==> config.mk <==
export PLATFORM = sky130hd
export DESIGN_NAME = scr_regs
export DESIGN_NICKNAME = d
export VERILOG_FILES = /design/src/common/scr_pkg.sv /design/src/scr_regs.sv
export SDC_FILE = /design/constraint.sdc
export NUM_CORES = 1
export LEC_CHECK = 0
export ABC_AREA = 1
export BUFFER_PORTS_ARGS = -buffer_cell sky130_fd_sc_hd__buf_2
export CORE_ASPECT_RATIO = 1.5
export CORE_UTILIZATION = 50
export CTS_CLUSTER_DIAMETER = 30
export DETAILED_ROUTE_END_ITERATION = 16
export GPL_TIMING_DRIVEN = 0
export PLACE_DENSITY = 0.7
export SETUP_SLACK_MARGIN = 0.5
export SYNTH_ARGS = -nofsm -noshare
export SYNTH_HDL_FRONTEND = slang
export SYNTH_SLANG_ARGS = --single-unit
==> constraint.sdc <==
create_clock -name i_clk -period 13.7 [get_ports i_clk]
set_clock_uncertainty 0.1 [all_clocks]
set_input_delay 2.74 -clock i_clk [delete_from_list [all_inputs] [get_ports i_clk]]
set_output_delay 2.74 -clock i_clk [all_outputs]
set_load 0.005 [all_outputs]
==> src/common/scr_pkg.sv <==
// Purpose: Constants for the SDRAM controller configuration and error-report registers
// Assumes: Plain register port, one core clock
// Notes: Offsets are byte addresses
package scr_pkg;
   localparam logic [11:0] OFF_BANK0 = 12'h44c;
   localparam logic [11:0] OFF_BANK1 = 12'h450;
   localparam logic [11:0] OFF_BANK2 = 12'h454;
   localparam logic [11:0] OFF_BANK3 = 12'h458;
   localparam logic [11:0] OFF_ERR_HI = 12'h480;
   localparam logic [11:0] OFF_ERR_LO = 12'h484;
   localparam logic [11:0] OFF_RX_ECC = 12'h488;
   localparam logic [11:0] OFF_CALC_ECC = 12'h48c;
   localparam logic [11:0] OFF_ERR_ADDR = 12'h490;
   localparam logic [11:0] OFF_ECC_CTRL = 12'h494;
   localparam logic [11:0] OFF_ECC_CNT = 12'h498;
   localparam logic [11:0] OFF_SHM_CTRL = 12'h4a4;
   localparam logic [11:0] OFF_XBAR_LO = 12'h4a8;
   localparam logic [11:0] OFF_XBAR_HI = 12'h4ac;
   localparam logic [11:0] OFF_XBAR_TO = 12'h4b0;
   localparam logic [11:0] OFF_TIMING = 12'h4b4;
   // Writable bit masks; all other bits are reserved and read zero
   localparam logic [31:0] MASK_BANK = 32'h000fc000;
   localparam logic [31:0] MASK_CTRL = 32'h00ff03ff;
   localparam logic [31:0] MASK_SHM = 32'h0003ffff;
   localparam logic [31:0] MASK_TO = 32'h000100ff;
   localparam logic [31:0] MASK_TIMING = 32'h00007f3f;
   // Field positions
   localparam int TIM_EXTRA_BIT = 12;
   localparam int TIM_ECC_BIT = 13;
   localparam int TIM_DEPTH_BIT = 14;
   localparam int SHM_ENABLE_BIT = 16;
   localparam int SHM_ROLE_BIT = 17;
   localparam int CTL_OVERRIDE_BIT = 8;
   localparam int CTL_PROP_BIT = 9;
   localparam int TO_DISABLE_BIT = 16;
   localparam int BANK_DENS_LSB = 14;
   localparam int BANK_PAGE_LSB = 16;
   // Reset values
   localparam logic [31:0] RST_BANK = 32'h0000c000;
   localparam logic [31:0] RST_TIMING = 32'h0000052a;
   localparam logic [31:0] RST_SHM_CNT = 32'h00000100;
   localparam logic [31:0] RST_XBAR = 32'h00765432;
   localparam logic [31:0] RST_TO = 32'h000100ff;
   // Error kinds and slice codes
   localparam logic [1:0] ERR_NONE = 2'h0;
   localparam logic [1:0] ERR_SINGLE = 2'h1;
   localparam logic [1:0] ERR_MULTI = 2'h2;
   localparam logic [3:0] SLICE_NULL = 4'h0;
   localparam logic [3:0] SLICE_CPU = 4'h2;
   localparam logic [3:0] SLICE_PCI = 4'h3;
   localparam logic [3:0] SLICE_COMM = 4'h5;
   localparam logic [3:0] SLICE_DMA = 4'h6;
   // Check-code matrix, one byte per data bit, data bit 63 first (bit 0 in the low byte)
   localparam logic [8*64-1:0] CODE_TABLE = {
      8'hc8, 8'hc4, 8'hc2, 8'hc1, 8'hf4, 8'h8f, 8'he0, 8'hb0,
      8'h0e, 8'h0b, 8'hf2, 8'h1f, 8'h86, 8'h46, 8'h26, 8'h16,
      8'h38, 8'h34, 8'h32, 8'h31, 8'ha8, 8'ha4, 8'ha2, 8'ha1,
      8'h98, 8'h94, 8'h92, 8'h91, 8'h58, 8'h54, 8'h52, 8'h51,
      8'h8a, 8'h4a, 8'h2a, 8'h1a, 8'h89, 8'h49, 8'h29, 8'h19,
      8'h85, 8'h45, 8'h25, 8'h15, 8'h8c, 8'h4c, 8'h2c, 8'h1c,
      8'h68, 8'h64, 8'h62, 8'h61, 8'hf8, 8'h4f, 8'h70, 8'hd0,
      8'h07, 8'h0d, 8'hf1, 8'h2f, 8'h83, 8'h43, 8'h23, 8'h13};
endpackage

==> src/scr_regs.sv <==
// Purpose: SDRAM controller configuration, check-code path and error report
// Assumes: All inputs synchronous to i_clk; register strobes one cycle each
// Notes: Refresh, command and timing engines sit outside this block
// Function
// - Timing bit 12 adds one extra read sampling stage.
// - Timing bit 13 turns check-code checking on; generation runs regardless.
// - Bit 14 picks one or two read stages; check codes force two.
// - As slave, promote pending request after nonzero escalation count cycles.
// - As slave, release bus after release count; zero releases when idle.
// - Bit 16 enables shared arbitration; software maps request/grant pins.
// - Bit 17 picks master or slave; both bits load at reset.
// - Sixteen 4-bit slices served in turn, each naming a requester.
// - Arbiter timer preset 0xff; bit 16 set disables, reset disabled.
// - Bank density code: 1,2,3 legal, 0 reserved, reset 3.
// - Per-bank page bit: zero closes page, one keeps it open.
// - Capture first error only; rearm after error address read.
// - Capture failing 64-bit word into low and high registers.
// - Error kind: 00 none, 01 corrected, 10 multiple.
// - Failing address goes into bits 31:2 of error address.
// - Errors raise interrupt unless masked; writing zero kind clears.
// - Record received and computed check bytes of captured error.
// - Control bit 8 writes software check byte instead of computed.
// - Control bit 9 with parity error writes uncorrectable check byte.
// - Threshold counts single errors before interrupt; zero suppresses.
// - 32-bit single-error counter wraps to zero.
// - Check byte is XOR of codes of all set data bits.
// - Single data-bit errors are corrected on delivery.
//
// Design decision made here: the address-and-strobe port.
`timescale 1ns/1ps
module scr_regs (
   input wire logic i_clk, // Core clock, 200 MHz
   input wire logic i_rstn, // Synchronous reset, active low
   input wire logic i_shm_enable_strap, // Reset value of enable bit
   input wire logic i_shm_role_strap, // Reset value of role bit
   input wire logic [11:0] i_addr, // Register byte address
   input wire logic [31:0] i_wdata, // Register write data
   input wire logic i_wr, // Write strobe
   input wire logic i_rd, // Read strobe
   output logic [31:0] o_rdata, // Read data, cycle after i_rd
   input wire logic [63:0] i_wr_data, // Write data toward SDRAM
   input wire logic i_wr_parity_err, // Originating parity error flag
   output logic [7:0] o_wr_check, // Check byte to write
   input wire logic i_rd_valid, // Read beat valid
   input wire logic [63:0] i_rd_data, // Raw read data
   input wire logic [7:0] i_rd_check, // Raw read check byte
   input wire logic [31:0] i_rd_addr, // Address of read beat
   output logic o_rd_valid, // Delivered beat valid
   output logic [63:0] o_rd_data, // Delivered (corrected) data
   input wire logic i_irq_mask, // Masks error interrupt
   output logic o_irq, // Error interrupt level
   input wire logic i_int_pending, // Internal SDRAM request pending
   input wire logic i_high_prio, // Internal request is urgent
   input wire logic i_grant_n, // Shared bus grant, active low
   output logic o_request_n, // Shared bus request, active low
   output logic o_high_prio_req, // Request promoted to high priority
   input wire logic [4:0] i_xbar_req, // Requesters: cpu,pci,comm,dma bits 0..3
   output logic [3:0] o_xbar_owner, // Slice code now served
   output logic o_xbar_timeout, // Arbiter timer expired
   output logic [1:0] o_density [4], // Density code per bank
   output logic [3:0] o_keep_page [4], // Page policy per bank
   output logic [1:0] o_read_stages // Read stages in use, 1..3
);
   typedef enum logic [1:0] {SHM_IDLE, SHM_WAIT, SHM_OWN, SHM_GAP} scr_shm_t;
   typedef struct packed {
      logic [31:0] timing, shm, xlo, xhi, xto, ctrl, cnt;
      logic [31:0] bank0, bank1, bank2, bank3;
      logic [63:0] edata;
      logic [7:0] erx, ecalc;
      logic [31:0] eaddr;
      logic armed;
      logic [7:0] thr_cnt;
      logic irq;
      logic [31:0] rdata;
      logic [3:0] slice;
      logic [7:0] tmr;
      logic tout;
      scr_shm_t shm_st;
      logic [7:0] shm_cnt;
      logic [1:0] gap;
      logic hp;
      logic [63:0] p1, p2, p3;
      logic [2:0] v;
      logic [63:0] od;
      logic ov;
   } scr_state_t;
   scr_state_t s_r, s_nxt;

   // Check code of a 64-bit word
   function automatic logic [7:0] code_of(input logic [63:0] d);
      logic [7:0] c;
      c = 8'h00;
      for (int i = 0; i < 64; i++) begin
         if (d[i]) begin
            c = c ^ scr_pkg::CODE_TABLE[8*i +: 8];
         end
      end
      return c;
   endfunction

   function automatic logic [31:0] bank_rd(input logic [31:0] v);
      return v & scr_pkg::MASK_BANK;
   endfunction

   logic ecc_on;
   logic [7:0] calc, syn;
   logic [3:0] ones;
   logic [63:0] fixed;
   logic single, multi;
   logic [3:0] code_now;
   logic slice_req;

   assign ecc_on = s_r.timing[scr_pkg::TIM_ECC_BIT];
   assign calc = code_of(i_rd_data);
   assign syn = ecc_on ? (calc ^ i_rd_check) : 8'h00;
   assign ones = 4'($countones(syn));

   always_comb begin
      fixed = i_rd_data;
      single = 1'b0;
      multi = 1'b0;
      if (ones == 4'h3 || ones == 4'h5) begin
         for (int i = 0; i < 64; i++) begin
            if (scr_pkg::CODE_TABLE[8*i +: 8] == syn) begin
               fixed[i] = ~i_rd_data[i];
               single = 1'b1;
            end
         end
      end
      // Odd syndromes matching no data bit are uncorrectable; single check-bit flips are ignored
      if (ones > 4'h1 && !single) begin
         multi = 1'b1;
      end
   end

   // Write path check byte
   always_comb begin
      if (s_r.ctrl[scr_pkg::CTL_OVERRIDE_BIT]) begin
         o_wr_check = s_r.ctrl[7:0];
      end else if (s_r.ctrl[scr_pkg::CTL_PROP_BIT] && i_wr_parity_err) begin
         o_wr_check = code_of(i_wr_data) ^ 8'h03;
      end else begin
         o_wr_check = code_of(i_wr_data);
      end
   end

   always_comb begin
      code_now = s_r.slice[3] ? s_r.xhi[{s_r.slice[2:0], 2'b00} +: 4]
                              : s_r.xlo[{s_r.slice[2:0], 2'b00} +: 4];
      unique case (code_now)
         scr_pkg::SLICE_CPU: slice_req = i_xbar_req[0];
         scr_pkg::SLICE_PCI: slice_req = i_xbar_req[1];
         scr_pkg::SLICE_COMM: slice_req = i_xbar_req[2];
         scr_pkg::SLICE_DMA: slice_req = i_xbar_req[3];
         default: slice_req = 1'b0; // Null and reserved codes pass at once
      endcase
   end

   // ==========================================================
   // State update
   always_comb begin
      s_nxt = s_r;
      s_nxt.rdata = 32'h0;
      // Register writes
      if (i_wr) begin
         unique case (i_addr)
            scr_pkg::OFF_BANK0: s_nxt.bank0 = i_wdata & scr_pkg::MASK_BANK;
            scr_pkg::OFF_BANK1: s_nxt.bank1 = i_wdata & scr_pkg::MASK_BANK;
            scr_pkg::OFF_BANK2: s_nxt.bank2 = i_wdata & scr_pkg::MASK_BANK;
            scr_pkg::OFF_BANK3: s_nxt.bank3 = i_wdata & scr_pkg::MASK_BANK;
            scr_pkg::OFF_ECC_CTRL: s_nxt.ctrl = i_wdata & scr_pkg::MASK_CTRL;
            scr_pkg::OFF_SHM_CTRL: s_nxt.shm = i_wdata & scr_pkg::MASK_SHM;
            scr_pkg::OFF_XBAR_LO: s_nxt.xlo = i_wdata;
            scr_pkg::OFF_XBAR_HI: s_nxt.xhi = i_wdata;
            scr_pkg::OFF_XBAR_TO: s_nxt.xto = i_wdata & scr_pkg::MASK_TO;
            scr_pkg::OFF_TIMING: s_nxt.timing = i_wdata & scr_pkg::MASK_TIMING;
            scr_pkg::OFF_ERR_ADDR: begin
               if (i_wdata[1:0] == scr_pkg::ERR_NONE) begin
                  s_nxt.irq = 1'b0;
                  s_nxt.eaddr[1:0] = scr_pkg::ERR_NONE;
               end
            end
            default: ;
         endcase
      end
      // Register reads
      if (i_rd) begin
         unique case (i_addr)
            scr_pkg::OFF_BANK0: s_nxt.rdata = bank_rd(s_r.bank0);
            scr_pkg::OFF_BANK1: s_nxt.rdata = bank_rd(s_r.bank1);
            scr_pkg::OFF_BANK2: s_nxt.rdata = bank_rd(s_r.bank2);
            scr_pkg::OFF_BANK3: s_nxt.rdata = bank_rd(s_r.bank3);
            scr_pkg::OFF_ERR_HI: s_nxt.rdata = s_r.edata[63:32];
            scr_pkg::OFF_ERR_LO: s_nxt.rdata = s_r.edata[31:0];
            scr_pkg::OFF_RX_ECC: s_nxt.rdata = {24'h0, s_r.erx};
            scr_pkg::OFF_CALC_ECC: s_nxt.rdata = {24'h0, s_r.ecalc};
            scr_pkg::OFF_ERR_ADDR: begin
               s_nxt.rdata = s_r.eaddr;
               s_nxt.armed = 1'b1;
            end
            scr_pkg::OFF_ECC_CTRL: s_nxt.rdata = s_r.ctrl;
            scr_pkg::OFF_ECC_CNT: s_nxt.rdata = s_r.cnt;
            scr_pkg::OFF_SHM_CTRL: s_nxt.rdata = s_r.shm;
            scr_pkg::OFF_XBAR_LO: s_nxt.rdata = s_r.xlo;
            scr_pkg::OFF_XBAR_HI: s_nxt.rdata = s_r.xhi;
            scr_pkg::OFF_XBAR_TO: s_nxt.rdata = s_r.xto;
            scr_pkg::OFF_TIMING: s_nxt.rdata = s_r.timing;
            default: s_nxt.rdata = 32'h0; // Unmapped reads return zero
         endcase
      end
      // Error capture; a multiple error, or a single error reaching the threshold, re-sets irq over a same-cycle clear
      if (i_rd_valid && (single || multi)) begin
         if (s_r.armed) begin
            s_nxt.armed = 1'b0;
            s_nxt.edata = i_rd_data;
            s_nxt.erx = i_rd_check;
            s_nxt.ecalc = calc;
            s_nxt.eaddr = {i_rd_addr[31:2], single ? scr_pkg::ERR_SINGLE
                                                    : scr_pkg::ERR_MULTI};
         end
         if (multi) begin
            s_nxt.irq = 1'b1;
         end
      end
      if (i_rd_valid && single) begin
         s_nxt.cnt = s_r.cnt + 32'h1;
         if (s_r.ctrl[23:16] != 8'h00) begin
            if (s_r.thr_cnt + 8'h1 >= s_r.ctrl[23:16]) begin
               s_nxt.irq = 1'b1;
               s_nxt.thr_cnt = 8'h00;
            end else begin
               s_nxt.thr_cnt = s_r.thr_cnt + 8'h1;
            end
         end
      end
      // Read path pipeline
      s_nxt.p1 = fixed;
      s_nxt.p2 = s_r.p1;
      s_nxt.p3 = s_r.p2;
      s_nxt.v = {s_r.v[1:0], i_rd_valid};
      s_nxt.od = (o_read_stages == 2'd1) ? s_r.p1 :
                 (o_read_stages == 2'd2) ? s_r.p2 : s_r.p3;
      s_nxt.ov = s_r.v[o_read_stages - 2'd1];
      // Crossbar pizza arbiter with timer
      if (!slice_req || s_r.tout) begin
         s_nxt.slice = s_r.slice + 4'h1;
         s_nxt.tmr = s_r.xto[7:0];
         s_nxt.tout = 1'b0;
      end else if (!s_r.xto[scr_pkg::TO_DISABLE_BIT]) begin
         if (s_r.tmr == 8'h00) begin
            s_nxt.tout = 1'b1;
         end else begin
            s_nxt.tmr = s_r.tmr - 8'h1;
         end
      end
      // Shared memory slave
      unique case (s_r.shm_st)
         SHM_IDLE: begin
            s_nxt.hp = 1'b0;
            if (s_r.shm[scr_pkg::SHM_ENABLE_BIT] && s_r.shm[scr_pkg::SHM_ROLE_BIT]
                && i_int_pending) begin
               s_nxt.shm_st = SHM_WAIT;
               s_nxt.shm_cnt = 8'h00;
            end
         end
         SHM_WAIT: begin
            if (i_high_prio) begin
               s_nxt.hp = 1'b1;
            end
            if (s_r.shm[7:0] != 8'h00 && s_r.shm_cnt + 8'h1 >= s_r.shm[7:0]) begin
               s_nxt.hp = 1'b1;
            end else begin
               s_nxt.shm_cnt = s_r.shm_cnt + 8'h1;
            end
            if (!i_grant_n) begin
               s_nxt.shm_st = SHM_OWN;
               s_nxt.shm_cnt = 8'h00;
            end
         end
         SHM_OWN: begin
            s_nxt.shm_cnt = s_r.shm_cnt + 8'h1;
            if ((s_r.shm[15:8] != 8'h00 && s_r.shm_cnt + 8'h1 >= s_r.shm[15:8])
                || (s_r.shm[15:8] == 8'h00 && !i_int_pending)) begin
               s_nxt.shm_st = SHM_GAP;
               s_nxt.gap = 2'd0;
            end
         end
         SHM_GAP: begin
            // Request stays high four cycles (three here, one in SHM_IDLE) before it may return
            s_nxt.gap = s_r.gap + 2'd1;
            if (s_r.gap == 2'd2) begin
               s_nxt.shm_st = SHM_IDLE;
            end
         end
      endcase
   end

   always_ff @(posedge i_clk) begin
      if (!i_rstn) begin
         s_r <= '0;
         s_r.timing <= scr_pkg::RST_TIMING;
         s_r.shm <= scr_pkg::RST_SHM_CNT;
         // Straps set role and enable so a slave can arbitrate before software runs
         s_r.shm[scr_pkg::SHM_ENABLE_BIT] <= i_shm_enable_strap;
         s_r.shm[scr_pkg::SHM_ROLE_BIT] <= i_shm_role_strap;
         s_r.xlo <= scr_pkg::RST_XBAR;
         s_r.xhi <= scr_pkg::RST_XBAR;
         s_r.xto <= scr_pkg::RST_TO;
         s_r.bank0 <= scr_pkg::RST_BANK;
         s_r.bank1 <= scr_pkg::RST_BANK;
         s_r.bank2 <= scr_pkg::RST_BANK;
         s_r.bank3 <= scr_pkg::RST_BANK;
         s_r.armed <= 1'b1;
         s_r.shm_st <= SHM_IDLE;
      end else begin
         s_r <= s_nxt;
      end
   end

   // ==========================================================
   // Outputs
   always_comb begin
      o_read_stages = 2'd2;
      if (!s_r.timing[scr_pkg::TIM_DEPTH_BIT] || ecc_on) begin
         o_read_stages = 2'd2;
      end else begin
         o_read_stages = 2'd1;
      end
      if (s_r.timing[scr_pkg::TIM_EXTRA_BIT]) begin
         o_read_stages = o_read_stages + 2'd1;
      end
   end
   assign o_rdata = s_r.rdata;
   assign o_rd_valid = s_r.ov;
   assign o_rd_data = s_r.od;
   assign o_irq = s_r.irq && !i_irq_mask;
   assign o_request_n = !(s_r.shm_st == SHM_WAIT || s_r.shm_st == SHM_OWN);
   assign o_high_prio_req = s_r.hp && s_r.shm_st == SHM_WAIT;
   assign o_xbar_owner = code_now;
   assign o_xbar_timeout = s_r.tout;
   assign o_density[0] = s_r.bank0[scr_pkg::BANK_DENS_LSB +: 2];
   assign o_density[1] = s_r.bank1[scr_pkg::BANK_DENS_LSB +: 2];
   assign o_density[2] = s_r.bank2[scr_pkg::BANK_DENS_LSB +: 2];
   assign o_density[3] = s_r.bank3[scr_pkg::BANK_DENS_LSB +: 2];
   assign o_keep_page[0] = s_r.bank0[scr_pkg::BANK_PAGE_LSB +: 4];
   assign o_keep_page[1] = s_r.bank1[scr_pkg::BANK_PAGE_LSB +: 4];
   assign o_keep_page[2] = s_r.bank2[scr_pkg::BANK_PAGE_LSB +: 4];
   assign o_keep_page[3] = s_r.bank3[scr_pkg::BANK_PAGE_LSB +: 4];

   // ==========================================================
   // Checks
   property p_ecc_depth;
      @(posedge i_clk) disable iff (!i_rstn)
      (ecc_on && !s_r.timing[scr_pkg::TIM_EXTRA_BIT]) |-> o_read_stages == 2'd2;
   endproperty
   a_ecc_depth: assert property (p_ecc_depth) else $error("ecc depth not two");
   property p_extra;
      @(posedge i_clk) disable iff (!i_rstn)
      s_r.timing[scr_pkg::TIM_EXTRA_BIT] |-> o_read_stages >= 2'd2;
   endproperty
   a_extra: assert property (p_extra) else $error("extra stage missing");
   property p_noecc;
      @(posedge i_clk) disable iff (!i_rstn)
      !ecc_on |-> syn == 8'h00;
   endproperty
   a_noecc: assert property (p_noecc) else $error("check active while off");
   property p_hold;
      @(posedge i_clk) disable iff (!i_rstn)
      (!s_r.armed && !i_rd) |=> $stable(s_r.edata);
   endproperty
   a_hold: assert property (p_hold) else $error("capture overwritten");
   property p_cnt;
      @(posedge i_clk) disable iff (!i_rstn)
      (i_rd_valid && single) |=> s_r.cnt == $past(s_r.cnt) + 32'h1;
   endproperty
   a_cnt: assert property (p_cnt) else $error("counter missed");
   property p_clear;
      @(posedge i_clk) disable iff (!i_rstn)
      (i_wr && i_addr == scr_pkg::OFF_ERR_ADDR && i_wdata[1:0] == 2'h0 && !i_rd_valid)
      |=> !s_r.irq;
   endproperty
   a_clear: assert property (p_clear) else $error("irq not cleared");
   property p_force;
      @(posedge i_clk) disable iff (!i_rstn)
      s_r.ctrl[scr_pkg::CTL_OVERRIDE_BIT] |-> o_wr_check == s_r.ctrl[7:0];
   endproperty
   a_force: assert property (p_force) else $error("override ignored");
   property p_thr0;
      @(posedge i_clk) disable iff (!i_rstn)
      (s_r.ctrl[23:16] == 8'h00 && !s_r.irq && !(i_rd_valid && multi) && !i_wr) |=> !s_r.irq;
   endproperty
   a_thr0: assert property (p_thr0) else $error("single error irq at zero");
   c_single: cover property (@(posedge i_clk) i_rd_valid && single);
   c_multi: cover property (@(posedge i_clk) i_rd_valid && multi);
   c_own: cover property (@(posedge i_clk) s_r.shm_st == SHM_OWN);
endmodule

==> flow_summary.json <==
{
  "run_status": "complete, but fails checks",
  "violated_checks": "capacitance limit, slew limit",
  "multiplexer_area_fraction_after_synthesis_pct": 0,
  "ys_warn_count": 0,
  "grt_use_total_pct": 44.55,
  "max_cap_viols": 1,
  "ys_dominant_reg_cell": "dfxtp_1",
  "postCtsHoldBufs": 0,
  "worst_tran_pin_value_ns": 1.536,
  "cts_max_path_buffers": 3,
  "syn_area_per_cell_um2": 7.216,
  "maximum_fanout_count_along_the_critical_path": 10,
  "worst-setup-path-type": "input pin to register",
  "synth_async_sr_flop_share_pct": 0,
  "count_of_flip_flops_with_a_built_in_enable_after_synthesis": 2,
  "clk_pin_slew_worst_paths_ns": 0.06,
  "insertion_delay_ns": 0.70,
  "design.core.area_mm2": 0.06334,
  "wire_length_of_the_first_global_routing_pass_um": 208000,
  "tritoncts": "yes",
  "post_synth_instance_area_mm2": 0.03205,
  "n_fill_cell": 6128,
  "detail_route.iter0.violations": 3167,
  "drt-vias-per-instance": 5.679,
  "cp_required_ns": 14.22,
  "clock_tree.htree_level_count": 3,
  "floorplan.rows": 113,
  "final-max-slew-violation-count": 11,
  "final_nets": 5169,
  "dr.pass1.iters": 9,
  "register_to_register_path_depth": 22,
  "finalWorstPathRequiredPeriod_ns": 10.99,
  "post-cts-setup-buffers": 0,
  "clk_root_buffer_cell": "clkbuf_16",
  "initial_utilization_pct": 50.61,
  "dieArea_mm2": 0.06515,
  "critical_path_depth": 31,
  "synth_common_cells": "nand2_1, dfxtp_1, inv_1",
  "power-per-cell-area_mw_per_mm2": 140.6,
  "cts_resized": 0,
  "capturing_element_type_of_the_critical_path": "register",
  "postSynthRegisterBits": 618,
  "cpPeakStageDelay_ns": 1.00,
  "worstHoldPathCells": 2,
  "final_hold_viol_count": 0,
  "synth.largest_area_cell": "dfxtp_1",
  "die-width_um": 208.7,
  "ir_drop_mv": 0.1290,
  "maxClockFrequency_ghz": 0.09096,
  "ys_seq_area_share_pct": 38.66,
  "number_of_global_route_vias_before_repair": 31530,
  "cpLargestDelayFamily": "buffers and inverters",
  "synth-compound-area-share_pct": 18.17,
  "cpMostUsedCell": "inv_1",
  "timing.final.setup_violations": 0,
  "crit_buf_inv": 10,
  "number_of_buffers_inserted_during_clock_tree_synthesis": 104,
  "hpwlAfterDp_um": 115900,
  "yosys.area_share.simple_pct": 20.53,
  "synth_cell_types": 59,
  "critical-path-slowest-cell": "nor3_1",
  "fin_crit_sh_pct": 80.25,
  "post_synth_fa_ha_maj_area_fraction_pct": 1.983,
  "detail_routed_net_length_per_standard_cell_um": 25.58,
  "global_route.overflow_total": 0,
  "tot_pwr_mw": 5.410,
  "synth_nets": 4720,
  "drcViolationCount": 0,
  "grt_antenna_before_repair": 16,
  "synth_largest_type_area_fraction_pct": 38.47,
  "routed_wl_um": 148200,
  "layout_cells_sized_above_1_pct": 17.30,
  "min-delay-path-class": "register to register",
  "number_of_standard_cells_after_synthesis": 4442,
  "number_of_vias_after_detailed_routing": 32890,
  "synth_top_family_by_area": "simple AND/OR/NAND/NOR gates",
  "worst_slew_margin_rel_pct": -2.402,
  "crit_arrival_ns": 11.51,
  "final_antenna_violating_net_count": 0,
  "die_h_um": 312.1,
  "gp_weighted_congestion": 1.088,
  "totalNegativeSetupSlack_ns": 0,
  "rsz0062_at_grt": "no",
  "numClockSinks": 618,
  "leakagePower_nw": 18.20,
  "grt_max_degree": 15,
  "synth_xor_xnor_area_share_pct": 7.569,
  "place.port_buffers": 343,
  "pin_count": 368,
  "ys_top_cells_by_area": "dfxtp_1, nand2_1, a21oi_1",
  "syn2layout_area_growth_pct": 20.03,
  "timing.critical_path.from_type": "input pin",
  "yosys.cell_count.top_type": "nand2_1"
}
## area by class of cell
type | count | area [um^2] | share of cell area, %
inverter | 657 | 2470 | 6.420
buffer | 326 | 1729 | 4.494
timing repair buffer | 343 | 1717 | 4.462
clock buffer | 114 | 2721 | 7.073
multi-input combinational | 2841 | 15480 | 40.23
antenna | 9 | 22.52 | 0.05854
tap | 805 | 1007 | 2.618
sequential | 618 | 12390 | 32.21
clock inverter | 79 | 938.4 | 2.439
## worst paths after layout
path	start	to	slack, ns
worst max-delay path	i_rd_data[12]	s_r[366]	2.71
worst min-delay path	s_nxt[119]	s_r[119]	0.32
worst max register to register	ecc_on	s_r[366]	5.92
worst min register to register	s_nxt[119]	s_r[119]	0.32
## sequential cells by signal (all words and copies together), names as in the netlist, named ones only
signal,flops
s_r,364
ecc_on,1
o_rd_data,64
s_nxt,130
o_rd_valid,1
o_rdata,32
o_xbar_timeout,1
o_keep_page,16
o_density,8
## per-stage QoR
step / utilization (%) / std cells / worst slack (ns) / area, um^2 / hold WS (ns)
after floorplan: - / 4442 / 4.813 / 32050 / 0.3081
after global placement: 54.91 / 5590 / 2.742 / 34780 / 0.3157
after detailed placement: 54.93 / 5590 / 2.751 / 34790 / 0.3240
after CTS: 60.70 / 5783 / 3.380 / 38450 / 0.3098
after global routing: 60.72 / 5786 / 2.442 / 38460 / 0.3249
final: 60.74 / 5792 / 2.706 / 38470 / 0.3230
## logic make-up after synthesis
group	Yosys count
xor+xnor	277
fa+ha+maj	49
flops	618
compound gates	1062
buf+inv	983
simple gates	1453
## cells in the final DEF, fill, tap and decap left out, types with 150 or more instances in the layout
cell	netlist	routed
inv_1	612	612
clkbuf_1	181	183
nand3_1	162	162
buf_2	9	352
o21ai_0	378	378
nand2_1	844	844
xnor2_1	150	150
nor2_1	160	160
a21oi_1	475	475
dfxtp_1	616	616
## worst reg2reg max path, cell delays in order, from the launching register on
cell	delay (ns)
dfxtp_1	0.47
inv_1	0.22
nor3_1	1.05
inv_1	0.26
fa_1	0.58
inv_1	0.05
fa_1	0.57
xor2_1	0.14
inv_1	0.06
ha_1	0.28
ha_1	0.19
inv_1	0.07
fa_1	0.43
or2_2	0.30
nand2_1	0.07
nand2_1	0.07
o21ai_0	0.57
nor2_1	0.37
inv_1	0.14
clkbuf_1	0.48
clkbuf_1	0.94
o21ai_0	0.23
inv_1	0.09
## routing by layer
layer | routed length [um] | vias to the layer above | global-route usage [%] | share of wire (%)
li1 | - | 15190 | - | -
met1 | 47990 | 15150 | 42.90 | 32
met2 | 69660 | 1856 | 75.36 | 47
met3 | 12160 | 684 | 10.66 | 8.2
met4 | 18250 | 14 | 47.49 | 12
met5 | 94 | - | 0 | 0.063
## where the power goes
group | total (mW) | internal, mW | leakage, nW | switching [mW]
Combinational | 0.826 | 0.292 | 11.4 | 0.534
Clock | 2.71 | 1.69 | 1.76 | 1.02
Sequential | 1.87 | 1.84 | 5.02 | 0.0295
Note: power is estimated with default switching activity, not from simulation.
